## src/rtl/blank_chop_pkg.sv

```systemverilog
// Package for the PWM blanking, chopping and time base capture block.
// Assumes a 50 MHz clk and an APB slave with one 32-bit word per register.
package blank_chop_pkg;
  localparam logic [11:0] ADDR_LEB_CTRL = 12'h000;
  localparam logic [11:0] ADDR_DELAY = 12'h004;
  localparam logic [11:0] ADDR_AUX = 12'h008;
  localparam logic [11:0] ADDR_CAPTURE = 12'h00c;
  localparam logic [11:0] ADDR_CORE_CTRL = 12'h010;
  localparam logic [15:0] LEB_CTRL_MASK = 16'hfc3f;
  localparam logic [15:0] DELAY_MASK = 16'h0ff8;
  localparam logic [15:0] AUX_MASK = 16'hcf3f;
  localparam logic [15:0] CAPTURE_MASK = 16'hfff8;
  localparam logic [15:0] CORE_CTRL_MASK = 16'h0002;
  localparam logic [15:0] RESET_VALUE = 16'h0000;
  localparam int BIT_RISE_PRI = 15;
  localparam int BIT_FALL_PRI = 14;
  localparam int BIT_RISE_SEC = 13;
  localparam int BIT_FALL_SEC = 12;
  localparam int BIT_FLT_LEB_EN = 11;
  localparam int BIT_CL_LEB_EN = 10;
  localparam int BIT_SRC_HIGH = 5;
  localparam int BIT_SRC_LOW = 4;
  localparam int BIT_PRI_HIGH = 3;
  localparam int BIT_PRI_LOW = 2;
  localparam int BIT_SEC_HIGH = 1;
  localparam int BIT_SEC_LOW = 0;
  localparam int DELAY_LSB = 3;
  localparam int DELAY_W = 9;
  localparam int BIT_HIRES_PERIOD_OFF = 15;
  localparam int BIT_HIRES_DUTY_OFF = 14;
  localparam int BLANK_SRC_LSB = 8;
  localparam int CHOP_SRC_LSB = 2;
  localparam int SEL_W = 4;
  localparam int BIT_CHOP_HIGH = 1;
  localparam int BIT_CHOP_LOW = 0;
  localparam int CAPTURE_LSB = 3;
  localparam int CAPTURE_W = 13;
  localparam int BIT_EXT_PERIOD_RESET = 1;
  localparam int NUM_GEN = 5;
  localparam logic [3:0] SEL_NONE = 4'h0;
  localparam logic [3:0] SEL_LAST_GEN = 4'h5;
  localparam int CLK_PERIOD_PS = 20000;
  localparam int BLANK_STEP_PS = 8320;
  // Blanking delays are set in 8.32 ns steps; the counter adds this many picoseconds per clock
  localparam logic [15:0] STEPS_PER_CLK = 16'(CLK_PERIOD_PS);
  localparam logic [15:0] STEP_PS = 16'(BLANK_STEP_PS);
  typedef struct packed {
    logic primary_output;
    logic secondary_output;
  } pwm_pair_s;
endpackage : blank_chop_pkg

```

## src/rtl/pwm_blanking_chop_capture.sv

```systemverilog
// PWM generator auxiliary logic: state and leading-edge blanking, chopping, capture.
// Assumes all inputs synchronous to clk and APB software access.
// Operation
// Blank inputs while secondary output high
// Blank inputs while secondary output low
// Nine-bit delay field, 8.32 ns counts
// Bit 15 disables high-resolution period
// Bit 14 disables high-resolution duty
// State blank source: none or generator
// Source blanks only per high/low enables
// Chop source: internal clock or generator
// Chop signal gates enabled outputs
// Chop primary output when enabled
// Chop secondary output when enabled
// Current-limit leading edge captures time base
// Capture applies to primary time base
// Capture only after blanking completes
// Capture resolution 8.32 ns per count
// Software keeps external period reset clear
// Unimplemented bits read as zero
// Enabled edges restart blanking counter
// Masked inputs gated by any blanking
module pwm_blanking_chop_capture
  import blank_chop_pkg::*;
(
  input wire logic clk,
  input wire logic sys_rst,
  input wire logic psel,
  input wire logic penable,
  input wire logic pwrite,
  input wire logic [11:0] paddr,
  input wire logic [31:0] pwdata,
  output logic [31:0] prdata,
  output logic pready,
  output logic pslverr,
  input wire blank_chop_pkg::pwm_pair_s pwm_in,
  input wire logic [blank_chop_pkg::NUM_GEN-1:0] gen_primary_outputs,
  input wire logic chop_clock,
  input wire logic [blank_chop_pkg::CAPTURE_W-1:0] primary_timebase,
  input wire logic fault_raw,
  input wire logic current_limit_raw,
  output blank_chop_pkg::pwm_pair_s pwm_out,
  output logic fault_masked,
  output logic current_limit_masked,
  output logic hires_period_off,
  output logic hires_duty_off,
  output logic external_period_reset
);
  import blank_chop_pkg::*;

  logic [15:0] leb_ctrl;
  logic [15:0] delay_reg;
  logic [15:0] aux_ctrl;
  logic [15:0] core_ctrl;
  logic [CAPTURE_W-1:0] capture_value;
  logic wr_en;
  logic addr_ok;
  logic pri_q;
  logic sec_q;
  logic cl_q;
  logic blank_active;
  logic [DELAY_W+16:0] blank_acc;
  logic [DELAY_W+16:0] blank_limit;
  logic edge_hit;
  logic state_blank;
  logic src_sig;
  logic chop_sig;
  logic leb_blank_flt;
  logic leb_blank_cl;
  logic next_flt;
  logic next_cl;
  logic [3:0] blank_sel;
  logic [3:0] chop_sel;
  logic [DELAY_W-1:0] blank_delay_count;

  assign addr_ok = (paddr == ADDR_LEB_CTRL) || (paddr == ADDR_DELAY) || (paddr == ADDR_AUX)
    || (paddr == ADDR_CAPTURE) || (paddr == ADDR_CORE_CTRL);
  assign wr_en = psel && penable && pwrite && addr_ok;
  assign pready = psel && penable;
  assign pslverr = psel && penable && !addr_ok;
  assign blank_sel = aux_ctrl[BLANK_SRC_LSB +: SEL_W];
  assign chop_sel = aux_ctrl[CHOP_SRC_LSB +: SEL_W];
  assign blank_delay_count = delay_reg[DELAY_LSB +: DELAY_W];

  // masks keep unimplemented bits at zero
  always_ff @(posedge clk) begin
    if (sys_rst) begin
      leb_ctrl <= RESET_VALUE;
      delay_reg <= RESET_VALUE;
      aux_ctrl <= RESET_VALUE;
      core_ctrl <= RESET_VALUE;
    end else if (wr_en) begin
      unique case (paddr)
        ADDR_LEB_CTRL: leb_ctrl <= pwdata[15:0] & LEB_CTRL_MASK;
        // delay field storage
        ADDR_DELAY: delay_reg <= pwdata[15:0] & DELAY_MASK;
        ADDR_AUX: aux_ctrl <= pwdata[15:0] & AUX_MASK;
        ADDR_CORE_CTRL: core_ctrl <= pwdata[15:0] & CORE_CTRL_MASK;
        default: ;
      endcase
    end
  end

  always_ff @(posedge clk) begin
    if (sys_rst) begin
      prdata <= 32'h0000_0000;
    end else if (psel && !penable && !pwrite) begin
      unique case (paddr)
        ADDR_LEB_CTRL: prdata <= {16'h0000, leb_ctrl};
        ADDR_DELAY: prdata <= {16'h0000, delay_reg};
        ADDR_AUX: prdata <= {16'h0000, aux_ctrl};
        // low capture bits read zero
        ADDR_CAPTURE: prdata <= {16'h0000, capture_value, 3'h0};
        ADDR_CORE_CTRL: prdata <= {16'h0000, core_ctrl};
        default: prdata <= 32'h0000_0000;
      endcase
    end
  end

  // power-saving disables
  assign hires_period_off = aux_ctrl[BIT_HIRES_PERIOD_OFF];
  assign hires_duty_off = aux_ctrl[BIT_HIRES_DUTY_OFF];
  // software keeps this clear while capturing
  assign external_period_reset = core_ctrl[BIT_EXT_PERIOD_RESET];

  always_ff @(posedge clk) begin
    if (sys_rst) begin
      pri_q <= 1'b0;
      sec_q <= 1'b0;
      cl_q <= 1'b0;
    end else begin
      pri_q <= pwm_in.primary_output;
      sec_q <= pwm_in.secondary_output;
      cl_q <= current_limit_raw;
    end
  end

  assign edge_hit = (leb_ctrl[BIT_RISE_PRI] && pwm_in.primary_output && !pri_q)
    || (leb_ctrl[BIT_FALL_PRI] && !pwm_in.primary_output && pri_q)
    || (leb_ctrl[BIT_RISE_SEC] && pwm_in.secondary_output && !sec_q)
    || (leb_ctrl[BIT_FALL_SEC] && !pwm_in.secondary_output && sec_q);
  // Compare elapsed picoseconds so 8.32 ns steps need no fractional divider
  assign blank_limit = (DELAY_W+17)'(blank_delay_count) * (DELAY_W+17)'(STEP_PS);

  // edge restarts the blanking counter
  always_ff @(posedge clk) begin
    if (sys_rst) begin
      blank_active <= 1'b0;
      blank_acc <= '0;
    end else if (edge_hit && blank_delay_count != '0) begin
      blank_active <= 1'b1;
      blank_acc <= (DELAY_W+17)'(STEPS_PER_CLK);
    end else if (blank_active) begin
      blank_acc <= blank_acc + (DELAY_W+17)'(STEPS_PER_CLK);
      if (blank_acc >= blank_limit) begin
        blank_active <= 1'b0;
      end
    end
  end

  assign leb_blank_flt = blank_active && leb_ctrl[BIT_FLT_LEB_EN];
  assign leb_blank_cl = blank_active && leb_ctrl[BIT_CL_LEB_EN];

  // state blank source select
  always_comb begin
    src_sig = 1'b0;
    if (blank_sel != SEL_NONE && blank_sel <= SEL_LAST_GEN) begin
      src_sig = gen_primary_outputs[3'(blank_sel - 4'h1)];
    end
  end

  // state blanking conditions
  assign state_blank = (leb_ctrl[BIT_SEC_HIGH] && pwm_in.secondary_output)
    || (leb_ctrl[BIT_SEC_LOW] && !pwm_in.secondary_output)
    || (leb_ctrl[BIT_PRI_HIGH] && pwm_in.primary_output)
    || (leb_ctrl[BIT_PRI_LOW] && !pwm_in.primary_output)
    || (blank_sel != SEL_NONE && blank_sel <= SEL_LAST_GEN
        && ((leb_ctrl[BIT_SRC_HIGH] && src_sig) || (leb_ctrl[BIT_SRC_LOW] && !src_sig)));

  // gate raw inputs off during blanking
  assign next_flt = fault_raw && !state_blank && !leb_blank_flt;
  assign next_cl = current_limit_raw && !state_blank && !leb_blank_cl;

  always_ff @(posedge clk) begin
    if (sys_rst) begin
      fault_masked <= 1'b0;
      current_limit_masked <= 1'b0;
    end else begin
      fault_masked <= next_flt;
      current_limit_masked <= next_cl;
    end
  end

  // capture primary time base after blanking
  always_ff @(posedge clk) begin
    if (sys_rst) begin
      capture_value <= '0;
    end else if (next_cl && !current_limit_masked && (current_limit_raw && !cl_q
                 || !leb_blank_cl)) begin
      capture_value <= primary_timebase;
    end
  end

  // chop source select
  always_comb begin
    chop_sig = chop_clock;
    if (chop_sel != SEL_NONE) begin
      chop_sig = 1'b0;
      if (chop_sel <= SEL_LAST_GEN) begin
        chop_sig = gen_primary_outputs[3'(chop_sel - 4'h1)];
      end
    end
  end

  // chop gating of enabled outputs
  always_ff @(posedge clk) begin
    if (sys_rst) begin
      pwm_out <= '0;
    end else begin
      pwm_out.primary_output <= pwm_in.primary_output && (!aux_ctrl[BIT_CHOP_HIGH] || chop_sig);
      pwm_out.secondary_output <= pwm_in.secondary_output
        && (!aux_ctrl[BIT_CHOP_LOW] || chop_sig);
    end
  end
endmodule : pwm_blanking_chop_capture

```

## config.mk

```make
export PLATFORM = sky130hd
export DESIGN_NAME = pwm_blanking_chop_capture
export DESIGN_NICKNAME = d
export VERILOG_FILES = /design/src/rtl/blank_chop_pkg.sv /design/src/rtl/pwm_blanking_chop_capture.sv
export SDC_FILE = /design/constraint.sdc
export NUM_CORES = 1
export LEC_CHECK = 0
export BUFFER_PORTS_ARGS = -buffer_cell sky130_fd_sc_hd__buf_2
export CAP_MARGIN = 25
export CORE_ASPECT_RATIO = 1.1
export CORE_MARGIN = 3
export CORE_UTILIZATION = 30
export CTS_CLUSTER_DIAMETER = 200
export DETAILED_ROUTE_END_ITERATION = 16
export GPL_TIMING_DRIVEN = 0
export PLACE_DENSITY = 0.58
export SKIP_CTS_REPAIR_TIMING = 1
export SLEW_MARGIN = 10
export SYNTH_ARGS = -nofsm -noshare
export SYNTH_HDL_FRONTEND = slang
export SYNTH_SLANG_ARGS = --single-unit
```

## constraint.sdc

```tcl
create_clock -name clk -period 3.4 [get_ports clk]
set_clock_uncertainty 0.15 [all_clocks]
set_input_delay 0.85 -clock clk [delete_from_list [all_inputs] [get_ports clk]]
set_output_delay 0.85 -clock clk [all_outputs]
set_load 0.005 [all_outputs]
```

==> qor.csv, run 1 <==
metric,value,unit
wl_met2,5590,um
clock_sinks,91,
slowest_stage,dfxtp_2,
drive_above_1_share,0.204,
hold_violations,0,
setup_viol,0,
synth_top_area_share,0.366,
chipHeight,141,um
cts_inserted_buffers,9,
htree_num_levels,3,
crit_family,compound AO/OA/AOI/OAI gates,
clk_latency,0.35,ns
crit_chain,ha_1 > ha_1 > a21o_1 > a21oi_1 > nor2_1 > nand2_1 > xor2_1 > ha_1 > a21o_1 > a21o_1 > a211oi_2 > o311ai_0 > o211ai_1,
route.vias.total,4095,
async_reset_ff_frac,0,
gr-total-overflow,0,
coreArea,16000,um^2
clock_path_buffers,2,
cts_tree,yes,
synth.distinct_cells,58,
cp.arrival,3.21,ns
dr_wl_met3,536,um
reg.largest.list,"blank_acc x21, prdata x16, capture_value x13",
fin_area,6000,um^2
critical_path_class,flip-flop to flip-flop,
p_per_area,384,nW/um^2
fin_cells,873,
status,finished clean,
routed_wl,12700,um
synth_edf_count,0,
clkTransAtPathRegs,0.07,ns
place_inst,856,
reg2regPathDepth,13,
timing.final.crit_period,3.10,ns
yosysSeqAreaShare,0.366,
dpl.hpwl,10100,um
yosys.area.top_type,dfxtp_1,
core.rowCount,48,
fmax,323,MHz
vdd_drop_max,258,uV
ys_seq_elements,91,
largest_reg_flops,21,
drtPass1Iterations,4,
wl_per_cell,14.5,um
place.gp.congestion,0.762,
io_pins,113,
fin_crit_sh,0.911,
root_buffer,clkbuf_16,
grt_max_degree,19,
whs,0.303,ns
worstPathMaxFanout,6,
top_layer,met4,
grt_pass1_wl,20800,um
via_per_inst,4.69,
hold_path_class,flip-flop to flip-flop,
cpPeakStageDelay,0.37,ns
drc_errors,0,
gr-usage-all-layers,0.143,
worst_pin_slew,0.692,ns
die_area,18200,um^2
endpoint_kind,flip-flop,
syn_area,4970,um^2
synthFlopType,dfxtp_1,
antenna_found_initial,0,
slew_viol_final,0,
area_growth,20.8,%
max_flop_register,blank_acc,
placed_area,5670,um^2
crit_path_start_kind,flip-flop,
final_nets,769,
wl_met1,6410,um
relSlewSlack,0.538,
p_leak,0.00247,uW
yosysWarnings,0,
crit_required,3.51,ns
drt_iter0_markers,247,
rsz0062_at_grt,false,
crit_buf_inv,0,
cp_num_cells,13,
avgSynthCellArea,8.85,um^2
postRouteAntennaNets,0,
dieWidth,129,um
holdPathStages,2,
fin_setup_tns,0,ns
portBuffers,79,
synth_cells,562,
synthTopCellsByArea,"dfxtp_1 (37%), mux2i_1 (9.9%), ha_1 (7.3%), nand2_1 (4.8%), nor2_1 (3.8%)",
start_util,0.311,
drv_cap,0,
grt_pass1_vias,3995,
## worst reg2reg max path, stage by stage, from the launching register on
cell,delay (ns)
dfxtp_2,0.37
ha_1,0.35
ha_1,0.30
a21o_1,0.15
a21oi_1,0.21
nor2_1,0.09
nand2_1,0.08
xor2_1,0.17
ha_1,0.27
a21o_1,0.16
a21o_1,0.18
a211oi_2,0.23
o311ai_0,0.15
o211ai_1,0.17
## cell families after synthesis
group                      Yosys count  share of synthesized area
AOI/OAI and AO/OA                   95                      0.120
xor gates and xnor gates            27                     0.0476
adders and majority gates           30                     0.0770
buffers and inverters               59                     0.0644
DFF                                 91                      0.366
muxes                               53                      0.112
other                                1                   0.000754
and+or+nand+nor                    206                      0.211
## cell type report
cell class,instances,area [um^2]
tap,200,250
multi-input combinational,427,2890
timing repair buffer,79,395
inverter,17,63.8
fill,1613,9970
sequential,91,1830
clock buffer,9,225
antenna,1,2.50
buffer,42,256
clock inverter,7,92.6
## worst paths after layout
path	start	slack [ns]	endpoint
max	delay_reg[11]	0.30	blank_active
min	prdata[12]	0.30	prdata[12]
min reg2reg	prdata[12]	0.30	prdata[12]
max reg2reg	delay_reg[11]	0.30	blank_active
## layout by cell type, fill, tap and decap left out, types with 5 or more instances in the layout
master	synthesis	final
xor2_1	19	19
conb_1	1	16
inv_1	16	16
nand3_1	11	11
nor2b_1	8	8
and3_1	7	7
buf_2	3	82
ha_1	29	29
o21ai_0	25	25
nor2_1	50	50
xnor2_1	8	8
buf_4	17	17
dfxtp_1	91	87
o211ai_1	6	6
or2b_1	10	10
nand3b_1	5	5
a22oi_1	5	5
nand4_1	7	7
a21o_1	8	8
nor3_1	5	5
nand2b_1	17	17
clkbuf_16	0	9
nand2_1	63	63
mux2i_1	49	49
clkbuf_1	17	17
a21oi_1	29	29
## per-layer routing
metal  track usage  vias up
li1              -     2136
met4        0.0426        0
met3        0.0273       10
met5             0        -
met2         0.213       82
met1         0.207     1867
## synth_stat cells, types with 4 or more instances
| cell | n |
|---|---|
| xnor2_1 | 8 |
| nor3_1 | 5 |
| o21ai_0 | 25 |
| nand3_1 | 11 |
| nand2b_1 | 17 |
| nand4_1 | 7 |
| dfxtp_1 | 91 |
| nand2_1 | 63 |
| inv_1 | 16 |
| and3_1 | 7 |
| nand3b_1 | 5 |
| a21oi_1 | 29 |
| nor2_1 | 50 |
| nor2b_1 | 8 |
| or2b_1 | 10 |
| o211ai_1 | 6 |
| clkbuf_1 | 17 |
| a22oi_1 | 5 |
| mux2i_1 | 49 |
| a21o_1 | 8 |
| o2111ai_1 | 4 |
| ha_1 | 29 |
| xor2_1 | 19 |
| nor4_1 | 4 |
| buf_4 | 17 |
## power breakdown
group          total, uW  switching (uW)  internal (uW)
clock               1060             465            591
combinational        163            87.7           75.2
sequential          1080            5.74           1080
## per-stage QoR
step           utilization  setup slack, ns  total power, uW
6_report             0.376            0.302             2300
5_1_grt              0.376           0.0442             2390
4_1_cts              0.375            0.106             2330
3_5_place_dp         0.355            0.141             1270
3_3_place_gp         0.355            0.135             1270
2_1_floorplan            -            0.451             1200
Note: power is estimated with default switching activity, not from simulation.
==> inputs of run 2 (changes only) <==
ABC_AREA = 1   (was default)
==> run 2 against run 1 <==
Effect of this change: sequential power hardly changed; design area is 6.3% higher; core utilization is 0.61 points lower; clock-buffer cell count is 1 higher; critical path type unchanged; largest power group unchanged; setup slack better by 0.028 ns; area after synthesis is 7.9% higher.
==> qor.csv, run 2 <==
metric,value,unit
status,finished clean,
yosysSeqAreaShare,0.340,
gr-total-overflow,0,
hold_violations,0,
clkTransAtPathRegs,0.07,ns
synthAdderAreaFrac,0.0714,
drive_above_1_share,0.163,
drtPass1Iterations,5,
ys_seq_elements,91,
fin_ws,0.330,ns
slowest_stage,dfxtp_2,
root_buffer,clkbuf_16,
final_nets,994,
grt_max_degree,16,
die_area,19500,um^2
syn_area,5370,um^2
synthFlopType,dfxtp_1,
chipHeight,146,um
portBuffers,79,
synth.area.mux_share,0,
rsz0062_at_grt,false,
core.rowCount,50,
critPathLaunch,delay_reg[10],
final_common_cell,nand2_1,
yosys.area.top_type,dfxtp_1,
avgSynthCellArea,6.82,um^2
clk_latency,0.36,ns
crit_path_start_kind,flip-flop,
synth-simple-area-share,0.309,
via_per_inst,4.73,
largest_reg_flops,21,
p_per_area,345,nW/um^2
cp.arrival,3.21,ns
timing.final.crit_period,3.07,ns
fin_crit_sh,0.903,
synthTopCellsByArea,"dfxtp_1 (34%), nand2_1 (12%), nand3_1 (7.5%), a21oi_1 (7.1%), ha_1 (6.8%)",
reg.largest.list,"blank_acc x21, prdata x16, capture_value x13",
gr-usage-all-layers,0.166,
setup_viol,0,
vdd_drop_max,213,uV
synthTopCellsByCount,"nand2_1 (178), dfxtp_1 (91), inv_1 (86)",
htree_num_levels,3,
synth_top_family_by_area,simple AND/OR/NAND/NOR gates,
route.vias.total,5348,
cp_num_cells,16,
crit_family,adder cells,
drc_errors,0,
clock_path_buffers,2,
synth_edf_count,0,
drv_cap,0,
clock_sinks,91,
p_leak,0.00285,uW
place_ws,0.153,ns
wl_per_cell,14.2,um
synth.distinct_cells,48,
worstPathMaxFanout,7,
crit_chain,ha_1 > ha_1 > fa_2 > a21oi_1 > nor2_1 > nand3_1 > xor2_1 > ha_1 > nand2_1 > o21bai_1 > nand2_1 > a21oi_1 > nand4_1 > nor2_1 > nor2_1 > nor2_1,
slew_viol_final,0,
dpl.hpwl,12900,um
cpPeakStageDelay,0.37,ns
synth_xor_area_frac,0.0212,
layout_common_cells,"nand2_1 (178), dfxtp_1 (89), buf_2 (87)",
grt_pass1_vias,5116,
synth_top_area_share,0.340,
antenna_found_initial,0,
synth_cells,787,
worst_pin_slew,0.561,ns
crit_buf_inv,0,
whs,0.318,ns
r2r_slack,0.33,ns
start_util,0.311,
yosysMostFrequentCell,nand2_1,
n_antenna_cell,0,
cts_tree,yes,
io_pins,113,
coreArea,17300,um^2
async_reset_ff_frac,0,
fmax,326,MHz
max_flop_register,blank_acc,
crit_required,3.54,ns
endpoint_kind,flip-flop,
area_growth,19.0,%
routed_wl,16000,um
synth_compound_area_frac,0.142,
dieWidth,134,um
place.gp.congestion,0.911,
reg2regPathDepth,16,
critical_path_class,flip-flop to flip-flop,
r2r_start,delay_reg[10],
cts_inserted_buffers,9,
crit_path_end,blank_active,
postRouteAntennaNets,0,
relSlewSlack,0.626,
fin_setup_tns,0,ns
cpMostUsedCell,nor2_1,
hold_path_class,flip-flop to flip-flop,
yosysWarnings,0,
drt_iter0_markers,270,
fillCellCount,1917,
reg2reg_to,blank_active,
grt_pass1_wl,26400,um
[run 2: cell count changes after synthesis, moves of 8 or more]
cell,delta
inv_1,+70
o21ai_0,+15
nor2b_1,-8
mux2i_1,-49
xor2_1,-9
a21oi_1,+47
nor2_1,+29
nand2_1,+115
or2b_1,-10
nand3_1,+69
nand2b_1,-17
[run 2: how the worst min path moves through the flow]
stage | startpoint | end | slack (ns) | depth (start not counted)
6_report | leb_ctrl[4] | leb_ctrl[4] | 0.32 | 2
5_1_grt | leb_ctrl[2] | leb_ctrl[2] | 0.33 | 2
4_1_cts | leb_ctrl[2] | leb_ctrl[2] | 0.32 | 2
3_5_place_dp | leb_ctrl[2] | leb_ctrl[2] | 0.31 | 2
3_3_place_gp | leb_ctrl[0] | leb_ctrl[0] | 0.30 | 2
2_1_floorplan | leb_ctrl[11] | fault_masked | 0.28 | 1
[run 2: worst reg2reg max path, stage by stage, from the launching register on]
cell      delay, ns
dfxtp_2        0.37
ha_1           0.30
ha_1           0.23
fa_2           0.36
a21oi_1        0.15
nor2_1         0.09
nand3_1        0.09
xor2_1         0.18
ha_1           0.27
nand2_1        0.09
o21bai_1       0.10
nand2_1        0.07
a21oi_1        0.12
nand4_1        0.10
nor2_1         0.16
nor2_1         0.08
nor2_1         0.09
[run 2: logic make-up (layout without fill, tap and decap cells)]
logic type,Yosys count,count (layout)
other cells,1,16
buf+inv,134,229
simple gates,378,378
flops,91,91
compound gates,140,140
xor+xnor,13,13
fa+ha+maj,30,30
[run 2: area by class of cell]
type	count	area [um^2]	area share
multi-input cells	577	2980	0.467
flip-flops and latches	91	1820	0.286
repair buffers	79	395	0.0619
inverters	91	347	0.0543
well taps	234	293	0.0459
plain buffers	43	274	0.0429
clock buffers	10	229	0.0359
clock inverters	6	40.0	0.00627
[run 2: metrics by stage]
step | std cells | power, uW | instance area (um^2) | util
floorplan | 802 | 1190 | 5420 | -
global placement | 1115 | 1270 | 6110 | 0.354
global route | 1131 | 2270 | 6380 | 0.370
CTS | 1131 | 2210 | 6380 | 0.369
detailed placement | 1115 | 1270 | 6110 | 0.354
finish | 1131 | 2200 | 6380 | 0.370
[run 2: where the power goes]
group	internal (uW)	switching [uW]	total (uW)
Combinational	59.2	95.9	155
Sequential	1080	6.40	1090
Clock	498	460	959
[run 2: routing by layer]
layer | up-vias | part of all wire | global-route usage
met5 | - | 0 | 0
met2 | 138 | 0.48 | 0.287
li1 | 2762 | - | -
met1 | 2418 | 0.44 | 0.207
met4 | 0 | 0.027 | 0.0535
met3 | 30 | 0.053 | 0.0338
